### src/brk_pkg.sv
/*
  Shared constants of the user break unit: register byte offsets,
  field positions, reset values and match encodings.
  Assumes a 32-bit Avalon-MM register slave with word addressing
  expressed in bytes.
*/
package brk_pkg;
  // Register byte offsets
  localparam logic [5:0] off_a_addr = 6'h00;
  localparam logic [5:0] off_a_asid = 6'h04;
  localparam logic [5:0] off_a_amask = 6'h08;
  localparam logic [5:0] off_a_bus = 6'h0c;
  localparam logic [5:0] off_b_addr = 6'h10;
  localparam logic [5:0] off_b_asid = 6'h14;
  localparam logic [5:0] off_b_amask = 6'h18;
  localparam logic [5:0] off_b_data = 6'h1c;
  localparam logic [5:0] off_b_dmask = 6'h20;
  localparam logic [5:0] off_b_bus = 6'h24;
  localparam logic [5:0] off_ctrl = 6'h28;
  // Writable bits of the narrow registers, then the bus cycle reset value
  localparam logic [7:0] amask_bits = 8'h0f;
  localparam logic [15:0] bus_bits = 16'h007f;
  localparam logic [15:0] ctrl_bits = 16'hc4c9;
  localparam logic [15:0] bus_reset = 16'h0000;
  // Control register fields
  localparam int ctl_flag_a = 15;
  localparam int ctl_flag_b = 14;
  localparam int ctl_pcb_a = 10;
  localparam int ctl_dbe_b = 7;
  localparam int ctl_pcb_b = 6;
  localparam int ctl_chain = 3;
  localparam int ctl_debug = 0;
  // Address mask register fields
  localparam int am_asid = 2;
  // Bus cycle register fields
  localparam int bc_sz2 = 6;
  localparam int bc_id_lo = 4;
  localparam int bc_rw_lo = 2;
  // Access type field codes
  localparam logic [1:0] id_none = 2'h0;
  localparam logic [1:0] id_instr = 2'h1;
  localparam logic [1:0] id_operand = 2'h2;
  localparam logic [1:0] id_either = 2'h3;
  // Address mask codes
  localparam logic [2:0] am_none = 3'h0;
  localparam logic [2:0] am_low10 = 3'h1;
  localparam logic [2:0] am_low12 = 3'h2;
  localparam logic [2:0] am_all = 3'h3;
  localparam logic [2:0] am_low16 = 3'h4;
  localparam logic [2:0] am_low20 = 3'h5;
  // Bus handshake states
  typedef enum logic [1:0] {
    bus_idle = 2'b01,
    bus_ack = 2'b10
  } bus_state_type;
endpackage

### src/break_unit.sv
/*
  User break unit with channels A and B, data compare on channel B and
  the shared break control register.
  Assumes CPU access inputs synchronous to ref_clk, one access per
  cycle at most, and an Avalon-MM master honouring waitrequest.

*/
`timescale 1ns/1ps
module break_unit #(
  parameter int data_width = 32
) (
  input wire logic ref_clk,
  input wire logic reset,
  input wire logic [5:0] avs_address,
  input wire logic avs_read,
  input wire logic avs_write,
  input wire logic [3:0] avs_byteenable,
  input wire logic [31:0] avs_writedata,
  output logic [31:0] avs_readdata,
  output logic avs_waitrequest,
  input wire logic acc_valid,
  input wire logic acc_instr,
  input wire logic acc_write,
  input wire logic [2:0] acc_size,
  input wire logic [31:0] acc_address,
  input wire logic [7:0] acc_space_id,
  input wire logic [data_width-1:0] acc_data,
  output logic break_request,
  output logic break_post_exec,
  output logic debug_support_enable
);

  // Bit mask of compared address bits for a mask code
  function automatic logic [31:0] addr_care(input logic [2:0] code);
    case (code)
      brk_pkg::am_none: addr_care = 32'hffffffff;
      brk_pkg::am_low10: addr_care = 32'hfffffc00;
      brk_pkg::am_low12: addr_care = 32'hfffff000;
      brk_pkg::am_all: addr_care = 32'h00000000;
      brk_pkg::am_low16: addr_care = 32'hffff0000;
      brk_pkg::am_low20: addr_care = 32'hfff00000;
      default: addr_care = 32'h00000000;
    endcase
  endfunction

  // Address, space id, access type, direction and size agreement
  function automatic logic chan_hit(
    input logic [31:0] addr,
    input logic [7:0] asid,
    input logic [7:0] amask,
    input logic [15:0] bus,
    input logic valid,
    input logic instr,
    input logic wr,
    input logic [2:0] size,
    input logic [31:0] a_in,
    input logic [7:0] s_in
  );
    logic [2:0] code;
    logic [1:0] id;
    logic [1:0] rw;
    logic [2:0] sz;
    code = {amask[3], amask[1:0]};
    id = bus[brk_pkg::bc_id_lo +: 2];
    rw = bus[brk_pkg::bc_rw_lo +: 2];
    sz = {bus[brk_pkg::bc_sz2], bus[1:0]};
    chan_hit = valid
      && (((a_in ^ addr) & addr_care(code)) == 32'h0)
      && (amask[brk_pkg::am_asid] || (s_in == asid))
      && ((id[0] && instr) || (id[1] && !instr))
      && ((rw[0] && !wr) || (rw[1] && wr))
      && ((sz == 3'h0) || (sz == size));
  endfunction

  // Byte-lane merge for bus writes
  function automatic logic [31:0] merge(
    input logic [31:0] old,
    input logic [31:0] wdata,
    input logic [3:0] be
  );
    for (int i = 0; i < 4; i++) begin
      merge[i*8 +: 8] = be[i] ? wdata[i*8 +: 8] : old[i*8 +: 8];
    end
  endfunction

  // Channel registers; channel B adds data and data mask registers
  logic [31:0] a_addr;
  logic [7:0] a_asid;
  logic [7:0] a_amask;
  logic [15:0] a_bus;
  logic [31:0] b_addr;
  logic [7:0] b_asid;
  logic [7:0] b_amask;
  logic [15:0] b_bus;
  logic [data_width-1:0] b_data;
  logic [data_width-1:0] b_dmask;
  // Control register pieces
  logic flag_a;
  logic flag_b;
  logic debug_en;
  logic pcb_a;
  logic pcb_b;
  logic dbe_b;
  logic chain;
  logic a_held;
  brk_pkg::bus_state_type bus_state;
  brk_pkg::bus_state_type next_bus_state;

  // Bus handshake: one wait cycle, commit at the acknowledge edge
  wire logic bus_req = avs_read || avs_write;
  wire logic commit = (bus_state == brk_pkg::bus_ack);
  wire logic wr_go = commit && avs_write;
  assign avs_waitrequest = bus_req && !commit;

  // Register select strobes
  wire logic sel_a_addr = wr_go && (avs_address == brk_pkg::off_a_addr);
  wire logic sel_a_asid = wr_go && (avs_address == brk_pkg::off_a_asid);
  wire logic sel_a_amask = wr_go && (avs_address == brk_pkg::off_a_amask);
  wire logic sel_a_bus = wr_go && (avs_address == brk_pkg::off_a_bus);
  wire logic sel_b_addr = wr_go && (avs_address == brk_pkg::off_b_addr);
  wire logic sel_b_asid = wr_go && (avs_address == brk_pkg::off_b_asid);
  wire logic sel_b_amask = wr_go && (avs_address == brk_pkg::off_b_amask);
  wire logic sel_b_data = wr_go && (avs_address == brk_pkg::off_b_data);
  wire logic sel_b_dmask = wr_go && (avs_address == brk_pkg::off_b_dmask);
  wire logic sel_b_bus = wr_go && (avs_address == brk_pkg::off_b_bus);
  wire logic sel_ctrl = wr_go && (avs_address == brk_pkg::off_ctrl);
  wire logic ctrl_lo = sel_ctrl && avs_byteenable[0];
  wire logic ctrl_hi = sel_ctrl && avs_byteenable[1];

  // Control register as software sees it
  wire logic [15:0] ctrl_view = {flag_a, flag_b, 3'h0, pcb_a, 2'h0,
    dbe_b, pcb_b, 2'h0, chain, 2'h0, debug_en};

  // Narrow writes with reserved bits forced to zero
  wire logic [31:0] wd_amask_a = merge({24'h0, a_amask}, avs_writedata,
    avs_byteenable);
  wire logic [31:0] wd_amask_b = merge({24'h0, b_amask}, avs_writedata,
    avs_byteenable);
  wire logic [31:0] wd_bus_a = merge({16'h0, a_bus}, avs_writedata,
    avs_byteenable);
  wire logic [31:0] wd_bus_b = merge({16'h0, b_bus}, avs_writedata,
    avs_byteenable);

  // Read multiplexer; unmapped offsets read zero
  logic [31:0] rd_mux;
  always_comb begin
    case (avs_address)
      brk_pkg::off_a_addr: rd_mux = a_addr;
      brk_pkg::off_a_asid: rd_mux = {24'h0, a_asid};
      brk_pkg::off_a_amask: rd_mux = {24'h0, a_amask};
      brk_pkg::off_a_bus: rd_mux = {16'h0, a_bus};
      brk_pkg::off_b_addr: rd_mux = b_addr;
      brk_pkg::off_b_asid: rd_mux = {24'h0, b_asid};
      brk_pkg::off_b_amask: rd_mux = {24'h0, b_amask};
      brk_pkg::off_b_data: rd_mux = 32'(b_data);
      brk_pkg::off_b_dmask: rd_mux = 32'(b_dmask);
      brk_pkg::off_b_bus: rd_mux = {16'h0, b_bus};
      brk_pkg::off_ctrl: rd_mux = {16'h0, ctrl_view};
      default: rd_mux = 32'h0;
    endcase
  end

  // Handshake state
  always_comb begin
    case (bus_state)
      brk_pkg::bus_idle: next_bus_state = bus_req ? brk_pkg::bus_ack
        : brk_pkg::bus_idle;
      brk_pkg::bus_ack: next_bus_state = brk_pkg::bus_idle;
      default: next_bus_state = brk_pkg::bus_idle;
    endcase
  end

  always_ff @(posedge ref_clk or posedge reset) begin
    if (reset) begin
      bus_state <= brk_pkg::bus_idle;
      avs_readdata <= 32'h0;
    end else begin
      bus_state <= next_bus_state;
      if (bus_req && !commit) begin
        avs_readdata <= rd_mux;
      end
    end
  end

  // Compare values other than the bus cycle regs survive every reset, so no reset branch here
  always_ff @(posedge ref_clk) begin
    if (sel_a_addr) begin
      a_addr <= merge(a_addr, avs_writedata, avs_byteenable);
    end
    if (sel_a_asid && avs_byteenable[0]) begin
      a_asid <= avs_writedata[7:0];
    end
    if (sel_a_amask) begin
      a_amask <= wd_amask_a[7:0] & brk_pkg::amask_bits;
    end
    if (sel_b_addr) begin
      b_addr <= merge(b_addr, avs_writedata, avs_byteenable);
    end
    if (sel_b_asid && avs_byteenable[0]) begin
      b_asid <= avs_writedata[7:0];
    end
    if (sel_b_amask) begin
      b_amask <= wd_amask_b[7:0] & brk_pkg::amask_bits;
    end
    if (sel_b_data) begin
      b_data <= data_width'(merge(32'(b_data), avs_writedata,
        avs_byteenable));
    end
    if (sel_b_dmask) begin
      b_dmask <= data_width'(merge(32'(b_dmask), avs_writedata,
        avs_byteenable));
    end
    if (ctrl_hi) begin
      pcb_a <= avs_writedata[brk_pkg::ctl_pcb_a];
    end
    if (ctrl_lo) begin
      dbe_b <= avs_writedata[brk_pkg::ctl_dbe_b];
      pcb_b <= avs_writedata[brk_pkg::ctl_pcb_b];
      chain <= avs_writedata[brk_pkg::ctl_chain];
    end
  end

  // Channel evaluation; bus cycle fields gate every match
  wire logic hit_a = chan_hit(a_addr, a_asid, a_amask, a_bus, acc_valid,
    acc_instr, acc_write, acc_size, acc_address, acc_space_id);
  wire logic hit_b_core = chan_hit(b_addr, b_asid, b_amask, b_bus,
    acc_valid, acc_instr, acc_write, acc_size, acc_address,
    acc_space_id);
  // Data compare only on operand accesses; mask bit 1 excludes a bit
  wire logic data_ok = !dbe_b || acc_instr
    || (((acc_data ^ b_data) & ~b_dmask) == '0);
  wire logic hit_b = hit_b_core && data_ok;
  // Chained mode: B counts only after an earlier A match held in a_held
  wire logic eff_a = hit_a && !chain;
  wire logic eff_b = hit_b && (!chain || a_held);
  wire logic chain_clear = ctrl_lo && !avs_writedata[brk_pkg::ctl_chain];
  wire logic post_sel = eff_b ? pcb_b : pcb_a;

  // Flags: hardware sets, software write of 0 clears, set wins
  always_ff @(posedge ref_clk or posedge reset) begin
    if (reset) begin
      flag_a <= 1'b0;
      flag_b <= 1'b0;
      debug_en <= 1'b0;
      a_bus <= brk_pkg::bus_reset;
      b_bus <= brk_pkg::bus_reset;
      a_held <= 1'b0;
      break_request <= 1'b0;
      break_post_exec <= 1'b0;
    end else begin
      flag_a <= eff_a || (flag_a && !(ctrl_hi
        && !avs_writedata[brk_pkg::ctl_flag_a]));
      flag_b <= eff_b || (flag_b && !(ctrl_hi
        && !avs_writedata[brk_pkg::ctl_flag_b]));
      if (ctrl_lo) begin
        debug_en <= avs_writedata[brk_pkg::ctl_debug];
      end
      if (sel_a_bus) begin
        a_bus <= wd_bus_a[15:0] & brk_pkg::bus_bits;
      end
      if (sel_b_bus) begin
        b_bus <= wd_bus_b[15:0] & brk_pkg::bus_bits;
      end
      if (chain_clear || eff_b) begin
        a_held <= 1'b0;
      end else if (chain && hit_a) begin
        a_held <= 1'b1;
      end
      break_request <= eff_a || eff_b;
      break_post_exec <= (eff_a || eff_b) && acc_instr && post_sel;
    end
  end

  assign debug_support_enable = debug_en;

  // Checks
  chk_flag_a_set: assert property (@(posedge ref_clk) disable iff (reset)
    eff_a |=> flag_a) else $error("flag a not set");
  chk_flag_b_set: assert property (@(posedge ref_clk) disable iff (reset)
    eff_b |=> flag_b) else $error("flag b not set");
  chk_flag_a_hold: assert property (@(posedge ref_clk) disable iff (reset)
    flag_a && !ctrl_hi |=> flag_a) else $error("flag a lost");
  chk_flag_b_hold: assert property (@(posedge ref_clk) disable iff (reset)
    $fell(flag_b) |-> $past(ctrl_hi)) else $error("flag b lost");
  // Watch the read path itself, so a stray mux bit is caught too
  chk_ctrl_reserved: assert property (@(posedge ref_clk) disable iff (reset)
    commit && avs_read && (avs_address == brk_pkg::off_ctrl)
    |-> (avs_readdata & ~{16'h0000, brk_pkg::ctrl_bits}) == 32'h0)
    else $error("reserved bit set");
  chk_chain_gate: assert property (@(posedge ref_clk) disable iff (reset)
    chain && !a_held && hit_b |=> !flag_b || $past(flag_b))
    else $error("chained b early");
  chk_chain_no_a: assert property (@(posedge ref_clk) disable iff (reset)
    chain && !flag_a |=> !flag_a) else $error("chained a flagged");
  chk_chain_drop: assert property (@(posedge ref_clk) disable iff (reset)
    chain_clear |=> !a_held) else $error("held a kept");
  chk_data_mask: assert property (@(posedge ref_clk) disable iff (reset)
    hit_b_core && dbe_b && !acc_instr && !chain && !hit_a
    && (((acc_data ^ b_data) & ~b_dmask) != '0) |=> !break_request)
    else $error("masked data hit");
  chk_post_sel: assert property (@(posedge ref_clk) disable iff (reset)
    break_post_exec |-> $past(acc_instr) && break_request)
    else $error("post without instr");
  chk_debug_out: assert property (@(posedge ref_clk) disable iff (reset)
    ctrl_lo |=> debug_support_enable == $past(avs_writedata[0]))
    else $error("debug enable wrong");
  chk_bus_answer: assert property (@(posedge ref_clk) disable iff (reset)
    bus_req && !commit |=> !avs_waitrequest)
    else $error("no bus answer");

  cov_break_a: cover property (@(posedge ref_clk) disable iff (reset)
    eff_a);
  cov_break_b_data: cover property (@(posedge ref_clk) disable iff (reset)
    eff_b && dbe_b);
  cov_chained: cover property (@(posedge ref_clk) disable iff (reset)
    chain && a_held && eff_b);
  cov_set_clear: cover property (@(posedge ref_clk) disable iff (reset)
    eff_b && ctrl_hi);
endmodule

### config.mk
export PLATFORM = sky130hd
export DESIGN_NAME = break_unit
export DESIGN_NICKNAME = d
export VERILOG_FILES = /design/src/brk_pkg.sv /design/src/break_unit.sv
export SDC_FILE = /design/constraint.sdc
export NUM_CORES = 1
export LEC_CHECK = 0
export ABC_AREA = 0
export BUFFER_PORTS_ARGS = -buffer_cell sky130_fd_sc_hd__buf_2
export CAP_MARGIN = 20
export CORE_MARGIN = 2
export CORE_UTILIZATION = 25
export CTS_BUF_LIST = sky130_fd_sc_hd__clkbuf_4 sky130_fd_sc_hd__clkbuf_8
export DETAILED_ROUTE_END_ITERATION = 16
export GPL_TIMING_DRIVEN = 0
export MAX_ROUTING_LAYER = met4
export PLACE_DENSITY_LB_ADDON = 0.1
export SYNTH_ARGS = -nofsm -noshare
export SYNTH_HDL_FRONTEND = slang
export SYNTH_SLANG_ARGS = --single-unit
### constraint.sdc
create_clock -name ref_clk -period 5.5 [get_ports ref_clk]
set_input_delay 0 -clock ref_clk [delete_from_list [all_inputs] [get_ports ref_clk]]
set_output_delay 0 -clock ref_clk [all_outputs]
set_load 0.02 [all_outputs]
==> flow_summary.yaml, run 1 <==
status:
  outcome: "finished, final reports clean"
cells_and_area:
  antenna_cells: 0
  utilization_pct: 32.5
  nNetsFinal: 1052
  drive_gt1_share_pct: 26.6
  syn_to_final_growth_pct: 27.5
  stdcell_area_um2: 12000
  n_fill_cell: 3779
  finalNonFillerCells: 1427
min_path:
  min-delay-start: "acc_size[0]"
  worstHoldPathType: "input port to register"
timing:
  fmax_ghz: 0.340
  fin_skew_ns: 0.0473
  min_period_over_period_pct: 53.5
  max_slew_margin_pct: 27.2
  finalMaxSlewViolations: 0
  min_period_ns: 2.94
  hold_ws_ns: 0.0418
  setup_tns_ns: 0
  report.final.setup_viol: 0
  tightest_slew_ns: 1.09
  rsz0062_at_grt: "no"
  final-hold-violation-count: 0
die:
  die_h_um: 198
  core_area_um2: 36800
  die_w_um: 198
  die_area_um2: 39100
  initial_core_util_pct: 25.5
  ios: 160
  rows: 70
cts:
  clk_path_buf_depth: 3
  htreeDepth: 2
  clk_latency_ns: 0.57
  path_clk_slew_ns: 0.06
  cts_root_buf: "clkbuf_8"
  clock_sinks: 210
  cts_tree: "built"
  cts_resized: 0
  postCtsSetupBuffers: 0
  numCtsBuffers: 39
detailed_routing:
  drt_wl_total_um: 35000
  vias_per_cell: 4.86
  drc: 0
  drt-initial-drc-count: 515
  dr_total_vias: 6929
  drtPass1Iterations: 5
  antenna_left: 0
  wire_per_inst_um: 24.6
place:
  gp_congestion: 0.885
  place_area_um2: 10800
  dp.cells: 1318
  portBuffers: 159
  dp_hpwl_um: 27000
global_routing:
  antenna_found_initial: 0
  busiest_layer: "met2"
  overflow: 0
  use_met3_pct: 2.84
  grt_start_max_net_pins: 32
  grt_pass1_vias: 7137
  grt_use_met1_pct: 24.9
  grt_use_met2_pct: 28.9
  grt_pass1_wl_um: 49500
  grt_usage_pct: 18.4
worst_setup_path:
  worstPathArrival_ns: 3.37
  rr_startpoint: "b_data[6]$_DFFE_PP_"
  crit_slowest_cell: "a2111oi_2"
  end_kind: "register"
  worstPathCellList: "xnor2_1 > o22ai_1 > nor4_1 > nand4_1 > a2111oi_2 > or4_1 > a21boi_1"
  required_ns: 5.92
  crit_start: "b_data[6]$_DFFE_PP_"
  critPathKind: "register to register"
  cpPeakStageDelay_ns: 0.80
  crit_fanout: 5
  worstSetupStartpointType: "register"
synthesis:
  synthTopCellsByCount: "156 x edfxtp_1, 65 x xnor2_1, 53 x dfrtp_1"
  yosysSeqAreaShare_pct: 64.4
  synth_top_area_cell: "edfxtp_1"
  synth_top_cell_area_share_pct: 49.9
  synth_edf_count: 156
  syn_area_um2: 9380
  yosysMostFrequentCell: "edfxtp_1"
  syn_inst: 686
  synth_area_per_cell_um2: 13.7
  async_reset_ff_share_pct: 25.7
  ys_ff_latch: 210
  ys.flop_type: "edfxtp_1"
  synth_warnings: 0
  synth_cell_type_count: 51
  synthTopCellsByArea: "edfxtp_1 50%, dfrtp_1 14%, xnor2_1 6.1%"
  syn_nets: 810
run:
  cap_viol_max_count: 0
power:
  pwr_density_cell_nw_per_um2: 299
  ir_worst_vdd_uv: 128
  p_leak_nw: 4.57
## repair_timing
action                                  in CTS  in global routing
hold endpoints to repair                   202                  0
hold buffers                                37                  0
endpoints found under the setup margin       0                  0
## critical path, delay by kind of cell, from the launching register on
kind	cells	cell delay [ns]
AOI/OAI and AO/OA	3	0.97
xor gates and xnor gates	1	0.21
and+or+nand+nor	3	1.17
DFF	1	0.48
## cells by family (layout without fill, tap and decap cells)
| group | after synthesis | in the layout | share of synthesized area [%] |
|---|---|---|---|
| muxes | 20 | 20 | 2.31 |
| xor gates and xnor gates | 114 | 114 | 10.6 |
| AOI/OAI and AO/OA | 160 | 160 | 13.1 |
| and+or+nand+nor | 150 | 150 | 8.15 |
| buffers and inverters | 32 | 305 | 1.44 |
| DFF | 210 | 210 | 64.4 |
## registers in the layout, indices dropped and copies added, names as in the netlist, 2 cells and up
name and cells:
a_addr 32, a_amask 4, a_asid 8, a_bus 7
avs_readdata 32, b_addr 32, b_amask 4, b_asid 8
b_bus 7, b_data 32, b_dmask 32, bus_state 2
## per-stage QoR
| stage | worst slack, ns | total power [W] |
|---|---|---|
| finish | 2.56 | 0.00358 |
| global route | 2.46 | 0.00372 |
| CTS | 2.55 | 0.00362 |
| detailed placement | 2.57 | 0.00208 |
| global placement | 2.21 | 0.00207 |
| floorplan | 3.34 | 0.00190 |
## area by class of cell
type / count / area [um2] / share of cell area, %
Clock buffer: 55 / 688 / 5.75
Tap cell: 468 / 586 / 4.90
Multi-Input combinational cell: 444 / 3210 / 26.9
Timing Repair Buffer: 201 / 1210 / 10.1
Sequential cell: 210 / 6040 / 50.5
Inverter: 8 / 30.0 / 0.251
Buffer: 24 / 105 / 0.879
Clock inverter: 17 / 91.3 / 0.764
## final timing paths
kind                                                endpoint  slack [ns]  cells after the start
worst max-delay path               break_post_exec$_DFF_PP0_        2.56                      7
worst min-delay path                        flag_a$_DFF_PP0_        0.04                      4
worst max register to register     break_post_exec$_DFF_PP0_        2.56                      7
worst min register to register        bus_state[1]$_DFF_PP0_        0.44                      1
max in group asynchronous             bus_state[0]$_DFF_PP1_        4.72                      4
min in group asynchronous       avs_readdata[18]$_DFFE_PP0P_        0.08                      3
## report_power, final
| part | internal, W | leakage (nW) | switching, W | total, W |
|---|---|---|---|---|
| logic | 0.000116 | 2.00 | 0.000214 | 0.000330 |
| registers | 0.00172 | 2.15 | 0.0000107 | 0.00173 |
| clock network | 0.000818 | 0.414 | 0.000695 | 0.00151 |
| total | 0.00266 | 4.57 | 0.000920 | 0.00358 |
## per-layer routing
metal,up-vias,routed length [um]
li1,3185,-
met1,3451,16200
met2,245,16300
met3,48,1820
met4,0,732
met5,-,0
## cells in the final DEF, fill, tap and decap left out, types with 34 or more instances in the layout
master           n
a22o_1          34
a22oi_1         50
buf_2          161
clkbuf_8        45
dfrtp_1         53
dlygate4sd3_1   37
edfxtp_1       156
nand2_1         36
nor2_1          35
xnor2_1         65
xor2_1          49
Note: power is estimated with default switching activity, not from simulation.
==> run 2: changes to the inputs <==
==> constraint.sdc (replaced) <==
create_clock -name ref_clk -period 2.7 [get_ports ref_clk]
set_input_delay 0 -clock ref_clk [delete_from_list [all_inputs] [get_ports ref_clk]]
set_output_delay 0 -clock ref_clk [all_outputs]
set_load 0.02 [all_outputs]
==> run 2 against run 1 <==
  * Flip-flop and latch count stayed put
  * Combinational power increased by 110%
  * Sequential share of layout area shrank 0.18 points
  * Clock-buffer cell count unchanged
  * Register-to-register slack lost 2.4 ns
  * Critical endpoint unchanged
  * Highest routed layer unchanged
==> flow_summary.yaml, run 2 (synthesis results as in run 1) <==
place:
  dp_hpwl_um: 27000
  portBuffers: 159
  gp_congestion: 0.885
  dp.cells: 1318
die:
  die_h_um: 198
  die_w_um: 198
  rows: 70
  initial_core_util_pct: 25.5
  ios: 160
  die_area_um2: 39100
  core_area_um2: 36800
timing:
  rsz0062_at_grt: "no"
  max_slew_margin_pct: 27.8
  setup_tns_ns: 0
  fin_skew_ns: 0.0505
  finalMaxSlewViolations: 0
  report.final.setup_viol: 0
  final-hold-violation-count: 0
  min_period_over_period_pct: 94.5
  hold_ws_ns: 0.0437
  fmax_ghz: 0.392
  min_period_ns: 2.55
  tightest_slew_ns: 1.08
cells_and_area:
  drive_gt1_share_pct: 27.0
  layout_common_cells: "161 x buf_2, 156 x edfxtp_1, 65 x xnor2_1, 53 x dfrtp_1, 50 x a22oi_1"
  nNetsFinal: 1052
  syn_to_final_growth_pct: 28.0
  mostFrequentLayoutCell: "buf_2"
  n_fill_cell: 3779
  antenna_cells: 0
  finalNonFillerCells: 1427
  utilization_pct: 32.6
detailed_routing:
  drt-initial-drc-count: 483
  dr_total_vias: 6942
  antenna_left: 0
  vias_per_cell: 4.86
  drc: 0
  drtPass1Iterations: 6
  drt_wl_total_um: 35000
  wire_per_inst_um: 24.6
global_routing:
  overflow: 0
  grt_pass1_wl_um: 49500
  antenna_found_initial: 0
  grt_usage_pct: 18.4
  grt_start_max_net_pins: 32
  grt_pass1_vias: 7132
worst_setup_path:
  worstPathArrival_ns: 3.01
  critPathKind: "register to register"
  required_ns: 3.16
  end_kind: "register"
  crit_slowest_cell: "or4_1"
  crit_fanout: 4
  cpPeakStageDelay_ns: 0.55
  worstSetupStartpointType: "register"
  worstPathCellList: "xor2_1 > nor4_1 > a21oi_1 > nor4b_2 > o211ai_1 > or4_1 > a21boi_1"
cts:
  htreeDepth: 2
  clock_sinks: 210
  cts_root_buf: "clkbuf_8"
  numCtsBuffers: 39
  postCtsSetupBuffers: 0
  path_clk_slew_ns: 0.06
  cts_tree: "built"
  clk_latency_ns: 0.57
  clk_path_buf_depth: 3
power:
  internal-power_w: 0.00541
  ir_worst_vdd_uv: 258
  switching_share_pct: 25.8
  p_leak_nw: 4.57
  switchingPower_w: 0.00189
  pwr_density_cell_nw_per_um2: 608
  p_comb_share_pct: 9.3
  seqPwrFrac_pct: 48.4
  clock_power_share_pct: 42.2
run:
  cap_viol_max_count: 0
min_path:
  worstHoldPathType: "input port to register"
status:
  outcome: "finished, final reports clean"
[run 2: cell counts in the layout (fill, tap and decap cells not counted)]
No cell type changed its count.
[run 2: power groups by stage]
| stage | Combinational [W] | Clock, W | Sequential (W) |
|---|---|---|---|
| after global routing | 0.000741 | 0.00331 | 0.00354 |
| after detailed placement | 0.000641 | 0 | 0.00360 |
| after floorplan | 0.000269 | 0 | 0.00360 |
| after CTS | 0.000693 | 0.00316 | 0.00353 |
| final | 0.000682 | 0.00308 | 0.00353 |
| after global placement | 0.000630 | 0 | 0.00360 |
[run 2: timing repair]
item,CTS,global route
pin swaps,0,1
hold buffers,37,0
endpoints found under the hold margin,202,0
resized for setup,5,1
endpoints found under the setup margin,10,1
[run 2: cell type report]
class	count	area (um2)	area share [%]
Clock inverter	17	91.3	0.761
Tap cell	468	586	4.88
Sequential cell	210	6040	50.3
Buffer	24	105	0.876
Timing Repair Buffer	201	1210	10.1
Inverter	8	30.0	0.250
Clock buffer	55	688	5.73
Multi-Input combinational cell	444	3260	27.1
[run 2: final timing paths]
check                      slack [ns]              startpoint                      endpoint  cells past startpoint
setup / recovery                 0.15     a_asid[7]$_DFFE_PP_     break_post_exec$_DFF_PP0_                      7
hold / removal                   0.04             acc_size[0]              flag_a$_DFF_PP0_                      4
setup reg to reg                 0.15     a_asid[7]$_DFFE_PP_     break_post_exec$_DFF_PP0_                      7
hold reg to reg                  0.44  bus_state[1]$_DFF_PP0_        bus_state[1]$_DFF_PP0_                      1
max in group asynchronous        1.93                   reset        bus_state[0]$_DFF_PP1_                      4
min in group asynchronous        0.08                   reset  avs_readdata[18]$_DFFE_PP0P_                      3
[run 2: worst max-delay path, delay by kind of cell, from the launching register on]
| family | cells | cell delay [ns] |
|---|---|---|
| xor+xnor | 1 | 0.18 |
| compound gates | 3 | 0.60 |
| flops | 1 | 0.40 |
| simple gates | 3 | 1.31 |
[run 2: layer usage]
| metal | routed length (um) | part of all wire, % | vias up | global-route usage [%] |
|---|---|---|---|---|
| li1 | - | - | 3185 | - |
| met1 | 16300 | 47 | 3453 | 24.9 |
| met3 | 1750 | 5.0 | 49 | 2.84 |
| met5 | 0 | 0 | - | - |
| met4 | 656 | 1.9 | 0 | 4.43 |
| met2 | 16300 | 47 | 255 | 29.1 |
[run 2: stage by stage]
step / worst slack (ns) / area (um2) / power, W
after floorplan: 0.542 / 9380 / 0.00387
after global placement: -0.595 / 10800 / 0.00423
after detailed placement: -0.229 / 10800 / 0.00424
after CTS: 0.0403 / 12000 / 0.00739
after global routing: 0.0144 / 12000 / 0.00759
final: 0.149 / 12000 / 0.00730
